[src/tcf_pkg.sv]
// Purpose: shared constants and types of the timer configuration slice
// Assumes: 32-bit AXI4-Lite register bus, byte addresses below
// Notes: all configuration state clears to zero at reset
package tcf_pkg;

	// ==========================================
	// Register byte addresses
	localparam logic [7:0] ADDR_CONF = 8'h00;
	localparam logic [7:0] ADDR_FLTPOL = 8'h04;
	localparam logic [7:0] ADDR_SYNCONF = 8'h08;
	localparam logic [7:0] ADDR_MODE = 8'h0C;
	localparam logic [7:0] ADDR_STAT = 8'h10;
	localparam logic [7:0] ADDR_CLR = 8'h14;
	localparam logic [7:0] ADDR_IEN = 8'h18;
	localparam logic [7:0] ADDR_TRIG = 8'h1C;

	// ==========================================
	// Field positions and widths
	localparam int CONF_EXPORT = 10;
	localparam int CONF_IMPORT = 9;
	localparam int CONF_DBG_LO = 6;
	localparam int RATIO_W = 5;
	localparam int FLT_N = 4;
	localparam int TRIG_N = 3;
	localparam int EV_N = 3;
	localparam int SYN_CNT_LO = 16;
	localparam int SYN_KEEP = 0;
	localparam int MODE_WRITE_PROTECT_DISABLE = 2;
	localparam int EV_OVF = 0;
	localparam int EV_FAULT = 1;
	localparam int EV_TRIG = 2;

	// ==========================================
	// Writable bit masks and reset value
	localparam logic [31:0] CONF_MASK = 32'h000006DF;
	localparam logic [31:0] FLTPOL_MASK = 32'h0000000F;
	localparam logic [31:0] SYNCONF_MASK = 32'h001F0001;
	localparam logic [31:0] MODE_MASK = 32'h00000004;
	localparam logic [31:0] REG_RESET = 32'h00000000;
	localparam logic [1:0] RESP_OKAY = 2'h0;
	localparam logic [1:0] RESP_SLVERR = 2'h2;

	// Synchronisation starts, one per buffered target
	typedef struct packed {
		logic override_sync;
		logic invert_sync;
		logic mask_sync;
		logic buffer_sync;
		logic counter_sync;
	} tcf_sync_s;

endpackage : tcf_pkg

[src/tcf_timer_config.sv]
// Purpose: configuration, fault polarity and hardware-trigger sync enables
// Assumes: ovf_in and cnt_run come from logic on aclk; pins are async
// Notes: one AXI4-Lite write and one read at a time, answered in order
//
// Chosen here: the register addresses and the AXI4-Lite interface to the registers.

// Behaviour
// - Reserved bits of the three configuration registers read zero, writes ignored.
// - Time base output is driven only while the export enable is one.
// - Import enable one gates counting by the external time base, else not.
// - Two-bit debug selector chooses timer behaviour in debug mode.
// - Ratio zero sets the overflow flag on every overflow.
// - Ratio N sets the flag once, then skips the next N overflows.
// - Each fault input has its own polarity bit, bits 3 to 0.
// - Polarity zero treats a high input as a fault.
// - Polarity one treats a low input as a fault.
// - Polarity bits are written only while write-protect-disable is one.
// - Bit 20 lets a hardware trigger start override register sync.
// - Bit 19 lets a hardware trigger start invert register sync.
// - Bit 18 lets a hardware trigger start output mask sync.
// - Bit 17 lets a hardware trigger sync modulo, initial, channel values.
// - Bit 16 lets a hardware trigger start counter sync.
// - Keep mode zero clears trigger flag j on trigger j, one keeps it.
module tcf_timer_config (
	// Clock, reset, enable
	input wire logic aclk,
	input wire logic aresetn,
	input wire logic ce,
	// AXI4-Lite write
	input wire logic [7:0] s_axi_awaddr,
	input wire logic s_axi_awvalid,
	output logic s_axi_awready,
	input wire logic [31:0] s_axi_wdata,
	input wire logic [3:0] s_axi_wstrb,
	input wire logic s_axi_wvalid,
	output logic s_axi_wready,
	output logic [1:0] s_axi_bresp,
	output logic s_axi_bvalid,
	input wire logic s_axi_bready,
	// AXI4-Lite read
	input wire logic [7:0] s_axi_araddr,
	input wire logic s_axi_arvalid,
	output logic s_axi_arready,
	output logic [31:0] s_axi_rdata,
	output logic [1:0] s_axi_rresp,
	output logic s_axi_rvalid,
	input wire logic s_axi_rready,
	// Timer core
	input wire logic ovf_in,
	input wire logic cnt_run,
	output logic overflow_flag,
	output logic count_gate,
	output logic [1:0] debug_behaviour_sel,
	output tcf_pkg::tcf_sync_s sync_start,
	output logic [2:0] trigger_j_flag,
	// Pins and sibling timers
	input wire logic [3:0] fault_pin,
	input wire logic [2:0] hw_trig_pin,
	input wire logic time_base_in,
	output logic [3:0] fault_active,
	output logic time_base_out,
	// Interrupt
	output logic irq
);

	// ==========================================
	// State
	typedef struct packed {
		logic awrdy;
		logic wrdy;
		logic aw_got;
		logic w_got;
		logic [7:0] waddr;
		logic [31:0] wdata;
		logic [3:0] wstrb;
		logic bvalid;
		logic [1:0] bresp;
		logic arrdy;
		logic rvalid;
		logic [1:0] rresp;
		logic [31:0] rdata;
		logic [31:0] conf;
		logic [31:0] fltpol;
		logic [31:0] synconf;
		logic [31:0] mode;
		logic [2:0] stat;
		logic [2:0] ien;
		logic [2:0] trig;
		logic [4:0] skip;
		logic [3:0] flt_s1;
		logic [3:0] flt_s2;
		logic [2:0] hw_s1;
		logic [2:0] hw_s2;
		logic [2:0] hw_d;
		logic tb_s1;
		logic tb_s2;
		logic tb_out;
		logic tb_use;
		logic [3:0] fault;
		logic [4:0] sync_go;
		logic irq;
	} tcf_state_s;

	tcf_state_s s;
	tcf_state_s next_s;

	// Helpers, wr_fire and trig_det shared with the checks below
	logic wr_fire;
	logic [2:0] trig_det;
	logic [2:0] ev;

	// ==========================================
	// Functions
	function automatic logic [31:0] merge(
		input logic [31:0] old,
		input logic [31:0] wd,
		input logic [3:0] st,
		input logic [31:0] msk
	);
		logic [31:0] m;
		m = '0;
		for (int b = 0; b < 4; b++) begin
			m[b*8 +: 8] = {8{st[b]}};
		end
		return ((old & ~m) | (wd & m)) & msk;
	endfunction : merge

	function automatic logic mapped(input logic [7:0] a);
		return a == tcf_pkg::ADDR_CONF || a == tcf_pkg::ADDR_FLTPOL ||
			a == tcf_pkg::ADDR_SYNCONF || a == tcf_pkg::ADDR_MODE ||
			a == tcf_pkg::ADDR_STAT || a == tcf_pkg::ADDR_CLR ||
			a == tcf_pkg::ADDR_IEN || a == tcf_pkg::ADDR_TRIG;
	endfunction : mapped

	function automatic logic [31:0] rd(
		input logic [7:0] a,
		input tcf_state_s q
	);
		logic [31:0] d;
		d = '0;
		unique case (a)
			tcf_pkg::ADDR_CONF: d = q.conf;
			tcf_pkg::ADDR_FLTPOL: d = q.fltpol;
			tcf_pkg::ADDR_SYNCONF: d = q.synconf;
			tcf_pkg::ADDR_MODE: d = q.mode;
			tcf_pkg::ADDR_STAT: d = {29'h0, q.stat};
			tcf_pkg::ADDR_IEN: d = {29'h0, q.ien};
			tcf_pkg::ADDR_TRIG: d = {29'h0, q.trig};
			default: d = '0;
		endcase
		return d;
	endfunction : rd

	// ==========================================
	// Next state
	always_comb begin
		logic [2:0] clr;
		logic ovf_hit;
		logic conf_wr;
		clr = '0;
		ovf_hit = 1'b0;
		conf_wr = 1'b0;
		next_s = s;

		// Pin synchronisers, first stage read only by the second
		next_s.flt_s1 = fault_pin;
		next_s.flt_s2 = s.flt_s1;
		next_s.hw_s1 = hw_trig_pin;
		next_s.hw_s2 = s.hw_s1;
		next_s.hw_d = s.hw_s2;
		next_s.tb_s1 = time_base_in;
		next_s.tb_s2 = s.tb_s1;

		// Write address and data may arrive in either order
		if (s_axi_awvalid && s.awrdy) begin
			next_s.aw_got = 1'b1;
			next_s.waddr = s_axi_awaddr;
		end
		if (s_axi_wvalid && s.wrdy) begin
			next_s.w_got = 1'b1;
			next_s.wdata = s_axi_wdata;
			next_s.wstrb = s_axi_wstrb;
		end
		wr_fire = s.aw_got && s.w_got && !s.bvalid;
		if (wr_fire) begin
			next_s.aw_got = 1'b0;
			next_s.w_got = 1'b0;
			next_s.bvalid = 1'b1;
			next_s.bresp = mapped(s.waddr) ? tcf_pkg::RESP_OKAY
				: tcf_pkg::RESP_SLVERR;
			unique case (s.waddr)
				tcf_pkg::ADDR_CONF: begin
					next_s.conf = merge(s.conf, s.wdata, s.wstrb,
						tcf_pkg::CONF_MASK);
					conf_wr = s.wstrb[0];
				end
				tcf_pkg::ADDR_FLTPOL: begin
					if (s.mode[tcf_pkg::MODE_WRITE_PROTECT_DISABLE]) begin
						next_s.fltpol = merge(s.fltpol, s.wdata,
							s.wstrb, tcf_pkg::FLTPOL_MASK);
					end
				end
				tcf_pkg::ADDR_SYNCONF: begin
					next_s.synconf = merge(s.synconf, s.wdata,
						s.wstrb, tcf_pkg::SYNCONF_MASK);
				end
				tcf_pkg::ADDR_MODE: begin
					next_s.mode = merge(s.mode, s.wdata, s.wstrb,
						tcf_pkg::MODE_MASK);
				end
				tcf_pkg::ADDR_CLR: begin
					if (s.wstrb[0]) begin
						clr = s.wdata[2:0];
					end
				end
				tcf_pkg::ADDR_IEN: begin
					if (s.wstrb[0]) begin
						next_s.ien = s.wdata[2:0];
					end
				end
				tcf_pkg::ADDR_TRIG: begin
					if (s.wstrb[0]) begin
						next_s.trig = s.wdata[2:0];
					end
				end
				default: begin
				end
			endcase
		end
		if (s.bvalid && s_axi_bready) begin
			next_s.bvalid = 1'b0;
		end
		// No new write part is taken until the response has gone
		next_s.awrdy = !next_s.aw_got && !next_s.bvalid;
		next_s.wrdy = !next_s.w_got && !next_s.bvalid;

		// Read channel
		if (s_axi_arvalid && s.arrdy) begin
			next_s.rvalid = 1'b1;
			next_s.rdata = rd(s_axi_araddr, s);
			next_s.rresp = mapped(s_axi_araddr) ? tcf_pkg::RESP_OKAY
				: tcf_pkg::RESP_SLVERR;
		end else if (s.rvalid && s_axi_rready) begin
			next_s.rvalid = 1'b0;
		end
		next_s.arrdy = !next_s.rvalid;

		// Overflow flag ratio
		if (ovf_in) begin
			if (s.skip == '0) begin
				ovf_hit = 1'b1;
				next_s.skip = s.conf[tcf_pkg::RATIO_W-1:0];
			end else begin
				next_s.skip = s.skip - 5'h01;
			end
		end
		// Rewriting the ratio restarts the pattern at a flagged overflow
		if (conf_wr) begin
			next_s.skip = '0;
		end

		// Fault polarity: a set bit inverts the input
		next_s.fault = s.flt_s2 ^ s.fltpol[tcf_pkg::FLT_N-1:0];

		// Hardware triggers count only while their flag is armed
		trig_det = s.hw_s2 & ~s.hw_d & s.trig;
		if (!s.synconf[tcf_pkg::SYN_KEEP]) begin
			next_s.trig = next_s.trig & ~trig_det;
		end
		next_s.sync_go = (trig_det != '0)
			? s.synconf[tcf_pkg::SYN_CNT_LO +: 5]
			: 5'h00;

		// Global time base
		next_s.tb_out = s.conf[tcf_pkg::CONF_EXPORT] && cnt_run;
		next_s.tb_use = s.conf[tcf_pkg::CONF_IMPORT]
			? s.tb_s2 : 1'b1;

		// Sticky events: a new event beats a clear in the same cycle
		ev = '0;
		ev[tcf_pkg::EV_OVF] = ovf_hit;
		ev[tcf_pkg::EV_FAULT] = (next_s.fault & ~s.fault) != '0;
		ev[tcf_pkg::EV_TRIG] = trig_det != '0;
		next_s.stat = (s.stat & ~clr) | ev;
		next_s.irq = (next_s.stat & next_s.ien) != '0;
	end

	// ==========================================
	// Registers
	always_ff @(posedge aclk) begin
		if (!aresetn) begin
			s <= '0;
			s.awrdy <= 1'b1;
			s.wrdy <= 1'b1;
			s.arrdy <= 1'b1;
			s.conf <= tcf_pkg::REG_RESET;
			s.fltpol <= tcf_pkg::REG_RESET;
			s.synconf <= tcf_pkg::REG_RESET;
			s.tb_use <= 1'b1;
		end else if (ce) begin
			s <= next_s;
		end
	end

	// ==========================================
	// Outputs, all straight from the state
	assign s_axi_awready = s.awrdy;
	assign s_axi_wready = s.wrdy;
	assign s_axi_bvalid = s.bvalid;
	assign s_axi_bresp = s.bresp;
	assign s_axi_arready = s.arrdy;
	assign s_axi_rvalid = s.rvalid;
	assign s_axi_rdata = s.rdata;
	assign s_axi_rresp = s.rresp;
	assign overflow_flag = s.stat[tcf_pkg::EV_OVF];
	assign count_gate = s.tb_use;
	assign debug_behaviour_sel = s.conf[tcf_pkg::CONF_DBG_LO +: 2];
	assign sync_start = s.sync_go;
	assign trigger_j_flag = s.trig;
	assign fault_active = s.fault;
	assign time_base_out = s.tb_out;
	assign irq = s.irq;
endmodule : tcf_timer_config

[config.mk]
export PLATFORM = sky130hd
export DESIGN_NAME = tcf_timer_config
export DESIGN_NICKNAME = d
export VERILOG_FILES = /design/src/tcf_pkg.sv /design/src/tcf_timer_config.sv
export SDC_FILE = /design/constraint.sdc
export NUM_CORES = 1
export LEC_CHECK = 0
export BUFFER_PORTS_ARGS = -buffer_cell sky130_fd_sc_hd__buf_4
export CORE_ASPECT_RATIO = 1.4
export CORE_UTILIZATION = 48
export DETAILED_ROUTE_END_ITERATION = 12
export PLACE_DENSITY = 0.75
export SETUP_SLACK_MARGIN = 0.15
export SYNTH_ARGS = -nofsm -noshare
export SYNTH_HDL_FRONTEND = slang
export SYNTH_SLANG_ARGS = --single-unit
[constraint.sdc]
create_clock -name aclk -period 1.9 [get_ports aclk]
set_clock_uncertainty 0.2 [all_clocks]
set_input_delay 0.38 -clock aclk [delete_from_list [all_inputs] [get_ports aclk]]
set_output_delay 0.38 -clock aclk [all_outputs]
set_load 0.02 [all_outputs]
==> results of run 1 <==
report_power, final:
group | leakage [nW] | switching [mW] | total, mW | internal, mW
clock network | 0.322 | 1.06 | 3.53 | 2.47
registers | 0.921 | 0.0480 | 2.48 | 2.44
logic | 1.64 | 0.283 | 0.538 | 0.255
total | 2.89 | 1.39 | 6.55 | 5.16
worst reg2reg max path, delay by kind of cell, from the launching register on:
family	cells	cell delay, ns
AND/OR/NAND/NOR	3	0.85
flip-flops	1	0.31
AO/OA/AOI/OAI	2	0.28
buffers and inverters	1	0.19
metrics by stage:
| step | cell area [um2] | instances | util | hold WS (ns) |
|---|---|---|---|---|
| 2_1_floorplan | 5470 | 611 | - | 0.235 |
| 3_3_place_gp | 6110 | 800 | 0.565 | 0.250 |
| 3_5_place_dp | 6110 | 800 | 0.565 | 0.257 |
| 4_1_cts | 6850 | 836 | 0.634 | 0.0133 |
| 5_1_grt | 6960 | 841 | 0.644 | 0.0205 |
| 6_report | 6960 | 841 | 0.644 | 0.0198 |
cell type report:
| cell class | count | area, um2 | area share |
|---|---|---|---|
| repair buffers | 142 | 1100 | 0.158 |
| clock inverters | 12 | 213 | 0.0306 |
| inverters | 11 | 41.3 | 0.00593 |
| well taps | 141 | 176 | 0.0254 |
| flip-flops and latches | 113 | 2270 | 0.327 |
| clock buffers | 19 | 443 | 0.0636 |
| multi-input cells | 403 | 2720 | 0.390 |
Yosys cell counts, types with 2 or more instances:
| library cell | instances |
|---|---|
| xnor2_1 | 5 |
| o22ai_1 | 3 |
| nand3b_1 | 3 |
| nand2_1 | 89 |
| o21ai_1 | 3 |
| nand3_1 | 27 |
| and3_1 | 4 |
| a31oi_1 | 3 |
| a22oi_1 | 12 |
| dfxtp_1 | 113 |
| nor2_1 | 16 |
| mux2_2 | 2 |
| o211ai_1 | 3 |
| nand4_1 | 3 |
| o221ai_1 | 2 |
| inv_1 | 11 |
| a21o_1 | 3 |
| o211a_1 | 5 |
| buf_2 | 6 |
| nand2b_1 | 3 |
| a21oi_1 | 7 |
| nor3_1 | 4 |
| nor4b_4 | 2 |
| nand4b_1 | 3 |
| o21ai_0 | 14 |
| or4_4 | 2 |
| mux2i_1 | 43 |
| nor4_1 | 2 |
| buf_4 | 51 |
| a21boi_0 | 41 |
| nor2b_1 | 48 |
| a21boi_1 | 9 |
| clkbuf_1 | 25 |
final timing paths:
path | start | end | depth (start not counted)
worst max-delay path | s[255]$_SDFFE_PN0P_ | s[32]$_SDFFE_PN0P_ | 6
worst min-delay path | s_axi_awaddr[0] | s[248]$_SDFFE_PN0P_ | 3
worst max register to register | s[255]$_SDFFE_PN0P_ | s[32]$_SDFFE_PN0P_ | 6
worst min register to register | s_axi_rdata[0]$_SDFFE_PN0P_ | s_axi_rdata[0]$_SDFFE_PN0P_ | 2
per-layer routing:
metal | GRT usage | wire [um]
met5 | 0 | 0
met3 | 0.0570 | 688
met2 | 0.402 | 6270
met4 | 0.121 | 536
met1 | 0.251 | 5190
layout by cell type (no fill, tap or decap), drive strengths merged, types with 2 or more instances in the layout:
cell    synthesis  routed
buf            58     142
nor2b          48      48
a31oi           3       3
o221ai          2       2
o22ai           3       3
nor2           16      16
and3            5       5
o211ai          3       3
nor4b           3       3
nor3            5       5
bufinv          0       6
clkinv          0       5
or4             2       2
inv            11      11
a21oi           7       7
nand4b          3       3
mux2i          43      43
a21o            3       3
mux2            2       2
nand3b          3       3
xnor2           5       5
o211a           5       5
conb            1      20
a41o            2       2
nand3          27      27
a22oi          12      12
clkbuf         26      19
nor4            3       3
dfxtp         113     113
nand2b          3       3
nand2          90      90
or3             2       2
nand4           3       3
a21boi         50      50
o21ai          17      17
logic make-up (layout without fill, tap and decap cells):
group	count (synthesis)	in the layout
AO/OA/AOI/OAI	112	112
XOR/XNOR	5	5
adder cells (fa/ha/maj)	1	1
buffers and inverters	95	184
flip-flops	113	113
multiplexers	45	45
other	1	20
AND/OR/NAND/NOR	220	220
repair_timing:
item                                    in CTS  in global routing
pin swaps                                    9                 15
buffers inserted                             5                  5
gates resized for setup                     17                 17
endpoints found under the setup margin      39                 44
==> metrics.txt, run 1 <==
status finished with violations; violated checks setup timing; clock root buffer clkbuf_16; Simple-Gate Fraction of Synth Area 0.221; internal reg-to-reg setup slack -0.05 ns; HP Class in2reg; Clock Path Buffers 2; Routed wire per std cell 15.1 um; Initial Util 0.492; worst path cell trace or3_4, nor4_4, buf_4, o21ai_4, a22oi_2, nor2b_1; Post-CTS Hold Buffers 0; RSZ-0062 raised after global routing true; Tcrit/Tclk final 1.03; Slowest cell on crit path or3_4; WL final between 10 and 15 mm; setup tns final -0.411 ns; Synth Area in XOR/XNOR 0.00823; post-DP HPWL a little under 9 mm; EDFF count, synth 0; Achievable Freq a little over 500 MHz; DRC Markers 0; cells after synthesis roughly 600; sequential cell area fraction in the yosys report 0.425; Rows 45; initial DRC count 240; Total GRT Usage 0.228; clock sinks about 110; pre-CTS setup slack -0.189 ns; Critical Path Source Type flip-flop; initial antenna violation count 0; TritonCTS clock tree done; Pre-Repair DR Iteration Count 5; main combinational cell family by area after synthesis simple AND/OR/NAND/NOR gates; count of final setup violators 11; Vias ~4500; die height approximately 130 um; RePlAce Congestion around 0.87; distinct cell type count after synthesis between 50 and 60; synthesized area between 5000 and 6000 um2; Slowest Stage Delay on Critical Path 0.45 ns; worst setup margin -0.0524 ns; largest area contributor in the netlist dfxtp_1; Max IR drop VDD approximately 0.00065 V; WS Path Type reg2reg; Tot Pwr roughly 6.6 mW; mux contribution to synthesized area 0.0851; Avg Vias per Cell around 5.3; Top delay family on crit path simple AND/OR/NAND/NOR gates; H-tree depth 4; largest net degree at the start of global routing 44; ys flop type dfxtp_1; P&R area growth vs syn 30.7%; Power Density about 940 nW/um2; Yosys reg bits 113; worst-skew pair later-pin latency between 0.4 and 0.5 ns; total CTS buffers 17; WP data arrival slightly above 2 ns; Die Area 11500 um2; syn_area_per_cell around 9 um2; nets@finish about 760; first-pass GRT wire length ~21 mm; layout cells sized above 1 0.307; Synth Warn # 0; core box area roughly 11000 um2; Tmin final between 1.5 and 2 ns; # diodes 0; PortBufs slightly below 90; Final Hold Fails 0; die width ~91 um; final antenna-violating net count 0; CP endpoint kind flip-flop; Max Cap Viol 0; I/O pin count approximately 130; data required time of the critical path roughly 2.0 ns; CP Buf/Inv Count 1; Fill cells roughly 850; global route overflow 0; Async S/R FF share, synth 0; Synth Area in Compound Gates 0.150; Clk pin slew, worst setup/hold paths about 0.05 ns; synth top area cells dfxtp_1, mux2i_1, buf_4; Synth Area in Adders 0.00235; leakage 2.89 nW; crit path max fanout 5; Synth top area share 0.425; number of global-route vias before repair about 4400; Slew Viols, Final 0
No activity file was read; power rests on OpenSTA's default activity.
==> run 2: changes to the inputs <==
Settings changed: CTS_BUF_LIST set to sky130_fd_sc_hd__clkbuf_16, SETUP_SLACK_MARGIN 0.15 to 0.4.
==> metrics.txt, run 2 (same netlist as run 1, synthesis figures left out) <==
pre-CTS setup slack -0.203 ns; # diodes 0; Fill cells just over 800; commonest non-fill, non-tap cells in the layout buf_4, nand2_1, dfxtp_1, nor2b_1, mux2i_1; data required time of the critical path 1.99 ns; Initial Util 0.492; worst setup margin -0.107 ns; Clk pin slew, worst setup/hold paths 0.05 ns; I/O pin count ~130; Power Density ~900 nW/um2; count of final setup violators 28; Post-CTS Hold Buffers 0; HP Class in2reg; Tcrit/Tclk final 1.06; Clock Path Buffers 2; RSZ-0062 raised after global routing true; DRC Markers 0; Rows 45; Max Cap Viol 0; clock sinks between 100 and 150; internal power 4.86 mW; r2r endpoint s[35]$_SDFFE_PN0P_; WL final approximately 13 mm; WS Path Type reg2reg; die width between 90 and 100 um; Worst Setup SP s[249]$_SDFFE_PN0P_; P&R area growth vs syn 34.0%; Total GRT Usage 0.218; WP data arrival ~2.1 ns; Die Area approximately 12000 um2; Tmin final around 2.0 ns; post-DP HPWL 8.53 mm; nets@finish about 760; CP endpoint kind flip-flop; Pre-Repair DR Iteration Count 4; clock group share of total power 0.514; PortBufs 89; Avg Vias per Cell approximately 5.3; core box area roughly 11000 um2; clock root buffer clkbuf_16; die height ~130 um; first-pass GRT wire length approximately 20 mm; RR Startpoint s[249]$_SDFFE_PN0P_; Routed wire per std cell about 15 um; Slew Viols, Final 0; number of global-route vias before repair 4061; Comb pwr share 0.089; setup tns final -1.86 ns; internal reg-to-reg setup slack -0.11 ns; Crit path top cell by count buf_6; reg2reg path depth 7; Achievable Freq 498 MHz; worst-skew pair later-pin latency 0.41 ns; crit path to s[35]$_SDFFE_PN0P_; sequential power share 0.397; worst path cell trace or4_4, nor4_4, buf_6, buf_6, a21oi_2, o21ai_1, a21boi_1; total CTS buffers 17; final antenna-violating net count 0; initial antenna violation count 0; TritonCTS clock tree done; Slowest cell on crit path or4_4; violated checks setup timing; layout cells sized above 1 0.371; Max IR drop VDD slightly below 0.0006 V; Psw approximately 1.4 mW; multi-input logic area around 2800 um2; Reg area roughly 2300 um2; global route overflow 0; Final Hold Fails 0; initial DRC count roughly 180; RePlAce Congestion ~0.87; largest net degree at the start of global routing 39; switching share of total power 0.223; H-tree depth 4; Tot Pwr approximately 6.3 mW; Vias roughly 4500; worst hold slack between 0.02 and 0.03 ns; status finished with violations; crit path max fanout 6; Critical Path Source Type flip-flop; commonest non-fill, non-tap cell in the layout buf_4; Slowest Stage Delay on Critical Path around 0.55 ns; leakage approximately 2.9 nW
[run 2: cell types whose count changed in the layout (fill, tap and decap cells not counted), moves of 6 or more]
cell	change
buf_4	-20
dfxtp_1	-26
dfxtp_4	+6
buf_6	+21
dfxtp_2	+20
[run 2: layer usage]
layer,vias to the layer above,GRT usage,part of all wire
met5,-,0,0
met3,25,0.0612,0.061
met1,2092,0.256,0.41
met2,160,0.376,0.51
li1,2174,-,-
met4,0,0.0878,0.025
[run 2: final cells by class]
type | count | area share
Multi-Input combinational cell | 403 | 0.391
Clock buffer | 17 | 0.0596
Clock inverter | 15 | 0.0246
Inverter | 11 | 0.00579
Sequential cell | 113 | 0.325
Timing Repair Buffer | 144 | 0.169
Tap cell | 141 | 0.0247
[run 2: what timing repair did]
item / 4_1_cts / 5_1_grt
resized for setup: 47 / 55
gates cloned: 0 / 0
setup endpoints to repair: 65 / 70
pin swaps: 9 / 23
buffers inserted: 10 / 12
[run 2: power by group through the flow]
| stage | combinational, mW | sequential, mW | clock [mW] |
|---|---|---|---|
| after floorplan | 0.330 | 2.53 | 0 |
| after global routing | 0.598 | 2.49 | 3.35 |
| final | 0.555 | 2.48 | 3.21 |
| after global placement | 0.489 | 2.53 | 0 |
| after CTS | 0.525 | 2.48 | 3.23 |
| after detailed placement | 0.499 | 2.53 | 0 |
[run 2: how the worst min path moves through the flow]
stage,to,slack [ns],cells after the start,from
2_1_floorplan,s_axi_rdata[0]$_SDFFE_PN0P_,0.24,2,s_axi_rdata[0]$_SDFFE_PN0P_
3_3_place_gp,s[214]$_SDFFE_PN0P_,0.25,2,s[214]$_SDFFE_PN0P_
3_5_place_dp,sync_start[0]$_SDFFE_PN0P_,0.26,2,sync_start[0]$_SDFFE_PN0P_
4_1_cts,s[226]$_SDFFE_PN0P_,0.02,3,s_axi_wdata[10]
5_1_grt,s[218]$_SDFFE_PN0P_,0.03,3,s_axi_wdata[2]
6_report,s[226]$_SDFFE_PN0P_,0.03,3,s_axi_wdata[10]
[run 2: stage by stage]
step / util / cells / area [um2]
2_1_floorplan: - / 611 / 5490
3_3_place_gp: 0.560 / 790 / 6050
3_5_place_dp: 0.560 / 790 / 6050
4_1_cts: 0.635 / 832 / 6860
5_1_grt: 0.660 / 844 / 7130
6_report: 0.660 / 844 / 7130
[run 2: worst max-delay path: cells and delay by family, from the launching register on]
family	cells	cell delay, ns
simple gates	2	0.85
flops	1	0.31
compound gates	3	0.23
buf+inv	2	0.30
